$ cat config.mk
export PLATFORM = sky130hd
export DESIGN_NAME = otfs_output_select
export DESIGN_NICKNAME = d
export VERILOG_FILES = /design/src/otfs_pkg.sv /design/src/otfs_pulse_stretch.sv /design/src/otfs_output_select.sv
export VERILOG_INCLUDE_DIRS = /design/src
export SDC_FILE = /design/constraint.sdc
export NUM_CORES = 1
export LEC_CHECK = 0
export BUFFER_PORTS_ARGS = -buffer_cell sky130_fd_sc_hd__buf_4
export CORE_MARGIN = 5
export CORE_UTILIZATION = 45
export DETAILED_ROUTE_END_ITERATION = 10
export GPL_TIMING_DRIVEN = 0
export PLACE_DENSITY = 0.72
export SLEW_MARGIN = 20
export SYNTH_ARGS = -nofsm -noshare
export SYNTH_HDL_FRONTEND = slang
export SYNTH_HIERARCHICAL = 1
export SYNTH_SLANG_ARGS = --single-unit
$ cat constraint.sdc
create_clock -name CLK -period 5.75 [get_ports CLK]
set_input_delay 0 -clock CLK [delete_from_list [all_inputs] [get_ports CLK]]
set_output_delay 0 -clock CLK [all_outputs]
set_load 0.02 [all_outputs]
$ cat src/otfs_map.svh
`ifndef OTFS_MAP_SVH
`define OTFS_MAP_SVH

// ============================================================
// Selection codes
`define OTFS_SEL_NONE          6'h00
`define OTFS_SEL_RUN           6'h01
`define OTFS_SEL_FWD           6'h02
`define OTFS_SEL_REV           6'h03
`define OTFS_SEL_JOG           6'h04
`define OTFS_SEL_FAULT         6'h05
`define OTFS_SEL_LEVEL_ONE     6'h06
`define OTFS_SEL_LEVEL_TWO     6'h07
`define OTFS_SEL_REACHED       6'h08
`define OTFS_SEL_ZERO_SPEED    6'h09
`define OTFS_SEL_UPPER         6'h0A
`define OTFS_SEL_LOWER         6'h0B
`define OTFS_SEL_READY         6'h0C
`define OTFS_SEL_PREEXC        6'h0D
`define OTFS_SEL_OVERLOAD      6'h0E
`define OTFS_SEL_UNDERLOAD     6'h0F
`define OTFS_SEL_STAGE_DONE    6'h10
`define OTFS_SEL_CYCLE_DONE    6'h11
`define OTFS_SEL_VBIT_MODBUS   6'h17
`define OTFS_SEL_VBIT_FIELDBUS 6'h18
`define OTFS_SEL_VBIT_ETHERNET 6'h19
`define OTFS_SEL_DC_BUS        6'h1A
`define OTFS_SEL_INDEX         6'h1B
`define OTFS_SEL_SUPERPOS      6'h1C
`define OTFS_SEL_TORQUE_OFF    6'h1D
`define OTFS_SEL_POS_DONE      6'h1E
`define OTFS_SEL_ZERO_DONE     6'h1F
`define OTFS_SEL_DIV_DONE      6'h20
`define OTFS_SEL_LIMIT         6'h21
`define OTFS_SEL_VBIT_INDETH   6'h22
`define OTFS_SEL_MODE_SW_DONE  6'h24
`define OTFS_SEL_USER_FIRST    6'h29
`define OTFS_SEL_USER_LAST     6'h2F

// ============================================================
// Settings and reset values
`define OTFS_LOGIC_EN_ON       1'h1
`define OTFS_FAST_MODE_PULSE   1'h0
`define OTFS_FAST_MODE_DIGITAL 1'h1
`define OTFS_TERM_RESET        4'h0
`define OTFS_USER_COUNT        7

// ============================================================
// Timing
`define OTFS_CLK_HZ            32'h0131_2D00
`define OTFS_MS_PER_S          32'h0000_03E8
`define OTFS_INDEX_HOLD_MS     32'h0000_000A
`define OTFS_INDEX_HOLD_CYCLES \
    (`OTFS_INDEX_HOLD_MS * `OTFS_CLK_HZ / `OTFS_MS_PER_S)
`define OTFS_HOLD_CNT_W        18

`endif

$ cat src/otfs_pkg.sv
`include "otfs_map.svh"

package otfs_pkg;

    typedef logic [5:0] otfs_sel_t;

    typedef enum logic [1:0] {
        OTFS_TERM_OC      = 2'h0,
        OTFS_TERM_FAST    = 2'h1,
        OTFS_TERM_RELAY_A = 2'h2,
        OTFS_TERM_RELAY_B = 2'h3
    } otfs_term_t;

    typedef enum logic {
        OTFS_HOLD_IDLE = 1'h0,
        OTFS_HOLD_BUSY = 1'h1
    } otfs_hold_st_t;

    typedef struct packed {
        logic       run_freq;
        logic       fwd_freq;
        logic       rev_freq;
        logic       jog_freq;
        logic       fault;
        logic       level_one;
        logic       level_two;
        logic       reached;
        logic       zero_speed;
        logic       upper;
        logic       lower;
        logic       ready;
        logic       preexc;
        logic       overload;
        logic       underload;
        logic       stage_done;
        logic       cycle_done;
        logic       dc_bus;
        logic       index_hold;
        logic       superpos;
        logic       torque_off;
        logic       pos_done;
        logic       zero_done;
        logic       div_done;
        logic       limit;
        logic       mode_sw_done;
        logic [6:0] user;
        logic       logic_en;
    } otfs_cond_t;

    typedef struct packed {
        logic modbus;
        logic fieldbus;
        logic ethernet;
        logic indeth;
    } otfs_vbit_t;

    typedef struct packed {
        otfs_hold_st_t               st;
        logic                        trig_q;
        logic [`OTFS_HOLD_CNT_W-1:0] cnt;
    } otfs_hold_state_t;

    typedef struct packed {
        logic [3:0] term;
        logic       fast;
    } otfs_top_state_t;

endpackage

$ cat src/otfs_pulse_stretch.sv
`timescale 1ns/1ps
`include "otfs_map.svh"

module otfs_pulse_stretch #(
    parameter int unsigned HOLD_CYCLES = `OTFS_INDEX_HOLD_CYCLES
) (
    input  wire logic clk,
    input  wire logic resetn,
    input  wire logic trig,
    output logic      active
);
    import otfs_pkg::*;

    localparam logic [`OTFS_HOLD_CNT_W-1:0] LOAD =
        `OTFS_HOLD_CNT_W'(HOLD_CYCLES - 1);

    otfs_hold_state_t s_q;
    otfs_hold_state_t s_d;

    // ========================================================
    // Retriggerable hold timer, restarted by each rising edge
    always_comb begin
        s_d        = s_q;
        s_d.trig_q = trig;
        case (s_q.st)
            OTFS_HOLD_IDLE: begin
                if (trig && !s_q.trig_q) begin
                    s_d.st  = OTFS_HOLD_BUSY;
                    s_d.cnt = LOAD;
                end
            end
            OTFS_HOLD_BUSY: begin
                if (trig && !s_q.trig_q) begin
                    s_d.cnt = LOAD;
                end else if (s_q.cnt == '0) begin
                    s_d.st = OTFS_HOLD_IDLE;
                end else begin
                    s_d.cnt = s_q.cnt - 1'b1;
                end
            end
            default: begin
                s_d.st = OTFS_HOLD_IDLE;
            end
        endcase
    end

    always_ff @(posedge clk or negedge resetn) begin
        if (!resetn) begin
            s_q <= '0;
        end else begin
            s_q <= s_d;
        end
    end

    assign active = (s_q.st == OTFS_HOLD_BUSY);

endmodule

$ cat src/otfs_output_select.sv
`timescale 1ns/1ps
`include "otfs_map.svh"

// Functional notes
// - Four terminals, each with own selection code
// - Fast terminal: pulse output or plain digital
// - Shared codes drive terminals independently
// - Code 0 drives nothing
// - Codes 1-4: running states with frequency output
// - Code 5: drive fault present
// - Codes 6-8: level and reached flags
// - Code 9: output and reference frequency zero
// - Codes 10-11: upper and lower limit reached
// - Code 12: powered, unprotected, ready
// - Code 13: during pre-excitation
// - Codes 14-15: overload, underload pre-alarm
// - Codes 16-17: sequencer stage, cycle done
// - Codes 23,24,25,34 copy virtual bits
// - Code 26: DC bus above undervoltage
// - Code 27: index pulse held 10 ms
// - Code 28: pulse superposition active
// - Code 29: torque-off fault present
// - Codes 30-32: positioning, zeroing, division done
// - Code 33: frequency being limited
// - Code 36: speed/position switch-over done
module otfs_output_select #(
    parameter int unsigned INDEX_HOLD_CYCLES = `OTFS_INDEX_HOLD_CYCLES
) (
    input  wire logic              CLK,
    input  wire logic              RESETN,
    input  wire otfs_pkg::otfs_sel_t SEL_OC,
    input  wire otfs_pkg::otfs_sel_t SEL_FAST_PULSE,
    input  wire otfs_pkg::otfs_sel_t SEL_RELAY_A,
    input  wire otfs_pkg::otfs_sel_t SEL_RELAY_B,
    input  wire logic              FAST_PULSE_MODE,
    input  wire logic              PULSE_GEN_IN,
    input  wire logic              LOGIC_ENABLE_SETTING,
    input  wire logic              RUNNING,
    input  wire logic              FORWARD,
    input  wire logic              REVERSE,
    input  wire logic              JOGGING,
    input  wire logic              FREQ_OUTPUT_ACTIVE,
    input  wire logic              DRIVE_FAULT,
    input  wire logic              FREQ_LEVEL_FLAG_ONE,
    input  wire logic              FREQ_LEVEL_FLAG_TWO,
    input  wire logic              FREQ_REACHED,
    input  wire logic              OUT_FREQ_ZERO,
    input  wire logic              REF_FREQ_ZERO,
    input  wire logic              UPPER_LIMIT_REACHED,
    input  wire logic              LOWER_LIMIT_REACHED,
    input  wire logic              MAIN_POWER_OK,
    input  wire logic              CONTROL_POWER_OK,
    input  wire logic              PROTECTION_ACTIVE,
    input  wire logic              READY_TO_RUN,
    input  wire logic              PRE_EXCITING,
    input  wire logic              OVERLOAD_PREALARM,
    input  wire logic              UNDERLOAD_PREALARM,
    input  wire logic              SEQ_STAGE_DONE,
    input  wire logic              SEQ_CYCLE_DONE,
    input  wire logic              DC_BUS_ABOVE_UV,
    input  wire logic              ENCODER_INDEX,
    input  wire logic              PULSE_SUPERPOS_ACTIVE,
    input  wire logic              TORQUE_OFF_FAULT,
    input  wire logic              POSITIONING_DONE,
    input  wire logic              SPINDLE_ZERO_DONE,
    input  wire logic              SPINDLE_DIV_DONE,
    input  wire logic              FREQ_LIMITING,
    input  wire logic              MODE_SWITCH_DONE,
    input  wire logic [3:0]        MODBUS_VBIT,
    input  wire logic [3:0]        FIELDBUS_VBIT,
    input  wire logic [3:0]        ETHERNET_VBIT,
    input  wire logic [3:0]        IND_ETHERNET_VBIT,
    input  wire logic              LOGIC_USER_OUT_ONE,
    input  wire logic              LOGIC_USER_OUT_TWO,
    input  wire logic              LOGIC_USER_OUT_PULSE,
    input  wire logic              LOGIC_USER_RELAY_ONE,
    input  wire logic              LOGIC_USER_RELAY_TWO,
    input  wire logic              LOGIC_USER_RELAY_THREE,
    input  wire logic              LOGIC_USER_RELAY_FOUR,
    output logic                   OC_OUT,
    output logic                   FAST_PULSE_OUT,
    output logic                   RELAY_OUT_A,
    output logic                   RELAY_OUT_B,
    output logic [3:0]             TERMINAL_STATE
);
    import otfs_pkg::*;

    otfs_top_state_t s_q;
    otfs_top_state_t s_d;
    otfs_cond_t      cond;
    otfs_sel_t       sel      [4];
    otfs_vbit_t      vbit     [4];
    logic            index_hold;

    // ========================================================
    // Condition decode for one terminal
    function automatic logic otfs_decode(
        input otfs_sel_t  code,
        input otfs_cond_t c,
        input otfs_vbit_t v
    );
        logic       hit;
        logic [5:0] ui;
        hit = 1'b0;
        ui  = code - `OTFS_SEL_USER_FIRST;
        case (code)
            `OTFS_SEL_NONE:          hit = 1'b0;
            `OTFS_SEL_RUN:           hit = c.run_freq;
            `OTFS_SEL_FWD:           hit = c.fwd_freq;
            `OTFS_SEL_REV:           hit = c.rev_freq;
            `OTFS_SEL_JOG:           hit = c.jog_freq;
            `OTFS_SEL_FAULT:         hit = c.fault;
            `OTFS_SEL_LEVEL_ONE:     hit = c.level_one;
            `OTFS_SEL_LEVEL_TWO:     hit = c.level_two;
            `OTFS_SEL_REACHED:       hit = c.reached;
            `OTFS_SEL_ZERO_SPEED:    hit = c.zero_speed;
            `OTFS_SEL_UPPER:         hit = c.upper;
            `OTFS_SEL_LOWER:         hit = c.lower;
            `OTFS_SEL_READY:         hit = c.ready;
            `OTFS_SEL_PREEXC:        hit = c.preexc;
            `OTFS_SEL_OVERLOAD:      hit = c.overload;
            `OTFS_SEL_UNDERLOAD:     hit = c.underload;
            `OTFS_SEL_STAGE_DONE:    hit = c.stage_done;
            `OTFS_SEL_CYCLE_DONE:    hit = c.cycle_done;
            `OTFS_SEL_VBIT_MODBUS:   hit = v.modbus;
            `OTFS_SEL_VBIT_FIELDBUS: hit = v.fieldbus;
            `OTFS_SEL_VBIT_ETHERNET: hit = v.ethernet;
            `OTFS_SEL_VBIT_INDETH:   hit = v.indeth;
            `OTFS_SEL_DC_BUS:        hit = c.dc_bus;
            `OTFS_SEL_INDEX:         hit = c.index_hold;
            `OTFS_SEL_SUPERPOS:      hit = c.superpos;
            `OTFS_SEL_TORQUE_OFF:    hit = c.torque_off;
            `OTFS_SEL_POS_DONE:      hit = c.pos_done;
            `OTFS_SEL_ZERO_DONE:     hit = c.zero_done;
            `OTFS_SEL_DIV_DONE:      hit = c.div_done;
            `OTFS_SEL_LIMIT:         hit = c.limit;
            `OTFS_SEL_MODE_SW_DONE:  hit = c.mode_sw_done;
            default: begin
                if (code >= `OTFS_SEL_USER_FIRST &&
                    code <= `OTFS_SEL_USER_LAST) begin
                    // Routed only while the logic engine is enabled
                    hit = (c.logic_en == `OTFS_LOGIC_EN_ON) &&
                          c.user[ui[2:0]];
                end else begin
                    hit = 1'b0;
                end
            end
        endcase
        return hit;
    endfunction

    // ========================================================
    // Index pulse hold timer
    otfs_pulse_stretch #(
        .HOLD_CYCLES (INDEX_HOLD_CYCLES)
    ) u_index_hold (
        .clk    (CLK),
        .resetn (RESETN),
        .trig   (ENCODER_INDEX),
        .active (index_hold)
    );

    // ========================================================
    // Condition vector shared by all terminals
    always_comb begin
        cond              = '0;
        cond.run_freq     = RUNNING && FREQ_OUTPUT_ACTIVE;
        cond.fwd_freq     = RUNNING && FORWARD && FREQ_OUTPUT_ACTIVE;
        cond.rev_freq     = RUNNING && REVERSE && FREQ_OUTPUT_ACTIVE;
        cond.jog_freq     = RUNNING && JOGGING && FREQ_OUTPUT_ACTIVE;
        cond.fault        = DRIVE_FAULT;
        cond.level_one    = FREQ_LEVEL_FLAG_ONE;
        cond.level_two    = FREQ_LEVEL_FLAG_TWO;
        cond.reached      = FREQ_REACHED;
        cond.zero_speed   = OUT_FREQ_ZERO && REF_FREQ_ZERO;
        cond.upper        = UPPER_LIMIT_REACHED;
        cond.lower        = LOWER_LIMIT_REACHED;
        cond.ready        = MAIN_POWER_OK && CONTROL_POWER_OK &&
                            !PROTECTION_ACTIVE && READY_TO_RUN;
        cond.preexc       = PRE_EXCITING;
        cond.overload     = OVERLOAD_PREALARM;
        cond.underload    = UNDERLOAD_PREALARM;
        cond.stage_done   = SEQ_STAGE_DONE;
        cond.cycle_done   = SEQ_CYCLE_DONE;
        cond.dc_bus       = DC_BUS_ABOVE_UV;
        cond.index_hold   = index_hold;
        cond.superpos     = PULSE_SUPERPOS_ACTIVE;
        cond.torque_off   = TORQUE_OFF_FAULT;
        cond.pos_done     = POSITIONING_DONE;
        cond.zero_done    = SPINDLE_ZERO_DONE;
        cond.div_done     = SPINDLE_DIV_DONE;
        cond.limit        = FREQ_LIMITING;
        cond.mode_sw_done = MODE_SWITCH_DONE;
        cond.user         = {LOGIC_USER_RELAY_FOUR,
                             LOGIC_USER_RELAY_THREE,
                             LOGIC_USER_RELAY_TWO,
                             LOGIC_USER_RELAY_ONE,
                             LOGIC_USER_OUT_PULSE,
                             LOGIC_USER_OUT_TWO,
                             LOGIC_USER_OUT_ONE};
        cond.logic_en     = LOGIC_ENABLE_SETTING;
    end

    // ========================================================
    // Per-terminal selection codes and virtual bits
    always_comb begin
        sel[OTFS_TERM_OC]      = SEL_OC;
        sel[OTFS_TERM_FAST]    = SEL_FAST_PULSE;
        sel[OTFS_TERM_RELAY_A] = SEL_RELAY_A;
        sel[OTFS_TERM_RELAY_B] = SEL_RELAY_B;
        for (int i = 0; i < 4; i++) begin
            vbit[i].modbus   = MODBUS_VBIT[i];
            vbit[i].fieldbus = FIELDBUS_VBIT[i];
            vbit[i].ethernet = ETHERNET_VBIT[i];
            vbit[i].indeth   = IND_ETHERNET_VBIT[i];
        end
    end

    // ========================================================
    // Next state
    always_comb begin
        s_d = s_q;
        // Each terminal decodes on its own, so shared codes coexist
        for (int i = 0; i < 4; i++) begin
            s_d.term[i] = otfs_decode(sel[i], cond, vbit[i]);
        end
        if (FAST_PULSE_MODE == `OTFS_FAST_MODE_DIGITAL) begin
            s_d.fast = s_d.term[OTFS_TERM_FAST];
        end else begin
            s_d.fast = PULSE_GEN_IN;
        end
    end

    always_ff @(posedge CLK or negedge RESETN) begin
        if (!RESETN) begin
            s_q <= '0;
        end else begin
            s_q <= s_d;
        end
    end

    // ========================================================
    // Outputs
    assign OC_OUT         = s_q.term[OTFS_TERM_OC];
    assign FAST_PULSE_OUT = s_q.fast;
    assign RELAY_OUT_A    = s_q.term[OTFS_TERM_RELAY_A];
    assign RELAY_OUT_B    = s_q.term[OTFS_TERM_RELAY_B];
    assign TERMINAL_STATE = s_q.term;

endmodule

# Word-level counts from Yosys, hierarchy flattened
# Index checks and enable logic that the tools add are counted.
[classes]
mux = 25
n_reduce_logical = 28
magnitude_cmp = 12
n_bitwise = 1
addsub = 5
n_eq_ne = 122
[ops]
columns = ["op", "count"]
rows = [
  ["$eq A6 B5 Y1 const B", 44],
  ["$eq A6 B4 Y1 const B", 32],
  ["$pmux W1 S31", 4],
  ["$eq A6 B3 Y1 const B", 16],
  ["$eq A6 B6 Y1 const B", 16],
  ["$mux W18", 3],
  ["$eq A6 B2 Y1 const B", 8],
  ["$pmux W18 S2", 1],
  ["$eq A6 B1 Y1 const B", 4],
  ["$ge A6 B6 Y1 const B", 4],
  ["$le A6 B6 Y1 const B", 4],
  ["$logic_not A6 Y1", 4],
  ["$logic_and A1 B1 Y1", 20],
  ["$logic_not A18 Y1", 1],
  ["$sub A18 B1 Y18 const B", 1],
  ["$lt A3 B4 Y1 const B", 4],
  ["$bmux W1 S3", 4],
  ["$mux W1", 12],
  ["$sub A3 B1 Y3 const B", 4],
  ["$ne A3 B3 Y1 const B", 1],
  ["$logic_not A1 Y1", 2],
  ["$ne A2 B1 Y1 const B", 1],
  ["$pmux W1 S2", 1],
  ["$reduce_and A2 Y1", 1],
  ["$not A1 Y1", 1],
]
[word_totals]
output_inout_bits = 8
reg_bits = 25
wordCells = 198

# Logic depth before layout (Yosys ltp)
[depth]
word_depth = 7
ltp_mapped = 9
ltp_nobuf = 8

# Cells and area by module
# Netlist, hierarchy kept.
[modules_own_cells]
columns = ["module", "seq_area_each_um2", "area_per_inst_um2", "instances", "cells_per_inst"]
rows = [
  ["otfs_output_select", 125.1, 2272.2, 1, 323],
  ["otfs_pulse_stretch", 500.5, 1083.5, 1, 111],
]

# Worst setup path before layout
# OpenSTA, ideal clock, no wires.
[synth_timing]
kind = "register -> register"
start = "reg u_index_hold/s_q[11] (netlist bit)"
end = "reg u_index_hold/s_q[14] (netlist bit)"
path_buffers = 0
setup_slack_ns = 3.684
arrival_ns = 1.988
required_time_ns = 5.672
stages_incl_launch_ff = 5
period_less_slack_ns = 2.066
path_cell_list = "dfrtp_1 -> or4_4 -> or4_4 -> or4_1 -> a21oi_1"
[synth_between]
elab_chain_len = 4
word_cells_on_any_way = 7
classes_between = "add/sub (1); eq/ne (1); mux (3); reduce/logical (2)"
[synth_rtl]
columns = ["element", "line_no", "source"]
rows = [
  ["from (decl)", "otfs_pulse_stretch.sv:17", "otfs_hold_state_t s_q;"],
  ["from (signal assigned)", "otfs_pulse_stretch.sv:49", "s_q <= '0;"],
  ["from (signal assigned)", "otfs_pulse_stretch.sv:51", "s_q <= s_d;"],
  ["$sub A18 B1 Y18", "otfs_pulse_stretch.sv:38", "s_d.cnt = s_q.cnt - 1'b1;"],
  ["$mux W18", "otfs_pulse_stretch.sv:35", "end else if (s_q.cnt == '0) begin"],
  ["$mux W18", "otfs_pulse_stretch.sv:33", "if (trig && !s_q.trig_q) begin"],
  ["$pmux W18 S2", "otfs_pulse_stretch.sv:25", "case (s_q.st)"],
]
# Parallel ways exist; a longest one is shown, timed or not. The select of a mux whose other input is x is not followed.
# A chain may end at the register's enable or synchronous reset.

# Worst setup path in the final report
[layout_timing]
start = "reg u_index_hold/s_q[14] (netlist bit)"
end = "reg u_index_hold/s_q[11] (netlist bit)"
[layout_between]
elab_chain_len = 3
[layout_rtl]
columns = ["element", "line_no"]
rows = [
  ["$logic_not A18 Y1", "otfs_pulse_stretch.sv:35"],
  ["$ne A3 B3 Y1 (no line)", "-"],
  ["$reduce_and A2 Y1 (no line)", "-"],
]
# No other way between the ends.

==> flow_summary.toml <==
[clock_tree]
cts_max_level = 1
cts_root_buffer = "clkbuf_8"
insertion_delay_ns = 0.28
numCtsBuffers = 3
clockBufferDepth = 2
cts_tree = "done"
clock_sink_count = 25
clkTransAtPathRegs_ns = 0.09
cts_setup_buffers = 0

[worst_setup_path]
timing.rr.end = "u_index_hold/s_q[11]"
critPathLaunch = "u_index_hold/s_q[14]"
r2r_start = "u_index_hold/s_q[14]"
required_ns = 5.91
r2r_setup_slack_ns = 3.44
cp.arrival_ns = 2.47
end_kind = "flip-flop"
critPathCapture = "u_index_hold/s_q[11]"
critPathKind = "flip-flop to flip-flop"
critPathLaunchType = "flip-flop"
reg2reg_depth = 4
path_max_fanout = 6

[power]
power_frac_comb_pct = 48.3
leakagePower_uw = 0.001707
irDropWorstVdd_uv = 72.32
switchingPower_uw = 247.8
seq_power_share_pct = 34.9
swShare_pct = 39.60
intPower_uw = 378.0
power.density_nw_per_um2 = 149.2
power.clock.fraction_pct = 16.8
total_power_uw = 625.8

[sta]
tns_ns = 0
fin_worst_skew_ns = 0.005094
rsz0062_at_grt = "no"
timing.slew.headroom_pct = 59.24
slew_viol_final = 0
fmax_mhz = 433.5
setup_violations = 0
hold_slack_ns = 0.004650
hold_viol_final = 0
fin_crit_sh_pct = 40.12
tightest_slew_ns = 0.6068
period_minus_slack_ns = 2.307

[cells_and_area]
drive_gt1_share_pct = 23.95
nNetsFinal = 631
area_growth_pct = 24.98
register_area_um2 = 625.6
multiInputGateArea_um2 = 2494
antennaDiodeCount = 0
num-fill-cells = 708

[placed_design]
post-dp-hpwl_um = 9384
port_buffers = 85
gp_congestion = 0.9266

[logic_synthesis]
synth_nets = 538
syn_area_um2 = 3356
ys.flop_type = "dfrtp_1"
yosys_warnings = 6
ys_ff_latch = 25
synth_cells = 434
postSynthAreaPerCell_um2 = 7.732
synth_edf_count = 0
yosysSeqAreaShare_pct = 18.64
async_flop_share_pct = 100.0
ys_types = 72

[detailed_routing]
first_pass_iters = 5
wl_per_cell_um = 19.08
vias_per_cell = 6.482
drtIter0Drc = 385
postRouteWirelength_um = 11920
drt_drc_violations_left = 0
vias = 4051
postRouteAntennaNets = 0

[global_route]
grt_pass1_wl_um = 18750
antenna_found_initial = 0
first_global_vias = 3854
grt_overflow = 0
grt_start_max_net_pins = 26
grt_use_total_pct = 25.65

[floorplan]
fp.dieH_um = 96.36
num_rows = 31
start_util_pct = 46.27
io_pins = 91
fp.dieW_um = 96.36
die-area_um2 = 9284
core_area_um2 = 7253

[hold_path]
hold_path.class = "input port to flip-flop"

[job]
drv_cap = 0

[status]
outcome = "completed"
## Yosys cell counts (7+ instances only)
| cell | instances | area share (%) |
|---|---|---|
| a21oi_1 | 24 | 3.6 |
| a22oi_1 | 15 | 3.4 |
| a31oi_1 | 7 | 1.3 |
| buf_2 | 7 | 1.0 |
| clkbuf_1 | 13 | 1.5 |
| dfrtp_1 | 25 | 19 |
| ha_1 | 21 | 7.8 |
| inv_1 | 22 | 2.5 |
| mux2i_1 | 10 | 3.0 |
| nand2_1 | 35 | 3.9 |
| nand2b_1 | 9 | 1.7 |
| nand3_1 | 21 | 3.1 |
| nand4_1 | 7 | 1.3 |
| nand4b_1 | 7 | 1.8 |
| nor2_1 | 22 | 2.5 |
| nor2b_1 | 8 | 1.5 |
| nor3_1 | 17 | 2.5 |
| o211ai_1 | 8 | 1.8 |
| o21ai_0 | 33 | 4.9 |
| or4_1 | 8 | 1.8 |
## state kept, by name, indices dropped and copies added (netlist names)
register and flops:
FAST_PULSE_OUT 1, TERMINAL_STATE 4, u_index_hold/active 1, u_index_hold/s_q 19
## cells in the final DEF (no fill, tap or decap), types with 7 or more instances in the layout
cell type	count
a21oi_1	24
a22oi_1	15
a31oi_1	7
buf_2	7
buf_4	90
clkbuf_1	13
dfrtp_1	25
ha_1	21
inv_1	22
mux2i_1	10
nand2_1	35
nand2b_1	9
nand3_1	21
nand4_1	7
nand4b_1	7
nor2_1	22
nor2b_1	8
nor3_1	17
o211ai_1	8
o21ai_0	33
or4_1	8
## critical path, stage by stage (launching register included)
cell and delay (ns):
dfrtp_1 0.43, or4_2 0.76, nor3_1 0.55, nor3_1 0.10
or3b_1 0.37
## layout make-up
| type | count | share of cell area (%) |
|---|---|---|
| Clock buffer | 3 | 0.9845 |
| Sequential cell | 25 | 14.92 |
| Clock inverter | 1 | 0.1193 |
| Buffer | 29 | 3.669 |
| Multi-Input combinational cell | 358 | 59.46 |
| Inverter | 22 | 1.969 |
| Timing Repair Buffer | 88 | 15.93 |
| Tap cell | 99 | 2.953 |
## metrics by stage
| stage | util, % | cell area (µm²) | worst slack (ns) | cells |
|---|---|---|---|---|
| after detailed placement | 56.77 | 4118 | 3.468 | 618 |
| after floorplan | - | 3356 | 3.684 | 434 |
| after global placement | 56.77 | 4118 | 3.508 | 618 |
| final | 57.82 | 4194 | 3.443 | 625 |
| after CTS | 57.82 | 4194 | 3.444 | 625 |
| after global routing | 57.82 | 4194 | 3.314 | 625 |
## power groups by stage
| stage | Combinational [µW] | Clock, µW | Sequential [µW] |
|---|---|---|---|
| 2_1_floorplan | 170 | 0 | 222 |
| 3_3_place_gp | 289 | 0 | 219 |
| 3_5_place_dp | 295 | 0 | 220 |
| 4_1_cts | 297 | 108 | 218 |
| 5_1_grt | 328 | 114 | 221 |
| 6_report | 302 | 105 | 219 |
## cell families after synthesis
group           count (synthesis)  synth area share (%)
fa+ha+maj                      21                 7.830
simple gates                  172                 29.08
compound gates                147                 30.39
buf+inv                        51                 7.047
flops                          25                 18.64
mux                            18                 7.010
## per-layer routing
metal	vias up	track usage [%]	share of wire, %
met5	-	0	0
met4	0	10.16	3.3
met3	41	3.362	9.3
met2	236	43.76	47
met1	1887	32.57	40
li1	1887	-	-
## worst min-delay path by stage
stage,startpoint,endpoint,depth (start not counted)
5_1_grt,SEL_RELAY_B[5],TERMINAL_STATE[3],2
4_1_cts,FAST_PULSE_MODE,FAST_PULSE_OUT,3
3_5_place_dp,RESETN,u_index_hold/s_q[10],1
3_3_place_gp,RESETN,u_index_hold/s_q[2],1
2_1_floorplan,RESETN,FAST_PULSE_OUT,0
6_report,FAST_PULSE_MODE,FAST_PULSE_OUT,4
## repair_timing
item,4_1_cts,5_1_grt
hold endpoints to repair,27,0
hold buffers,3,0
resized for setup,0,0
(Power assumes the default switching activity.)
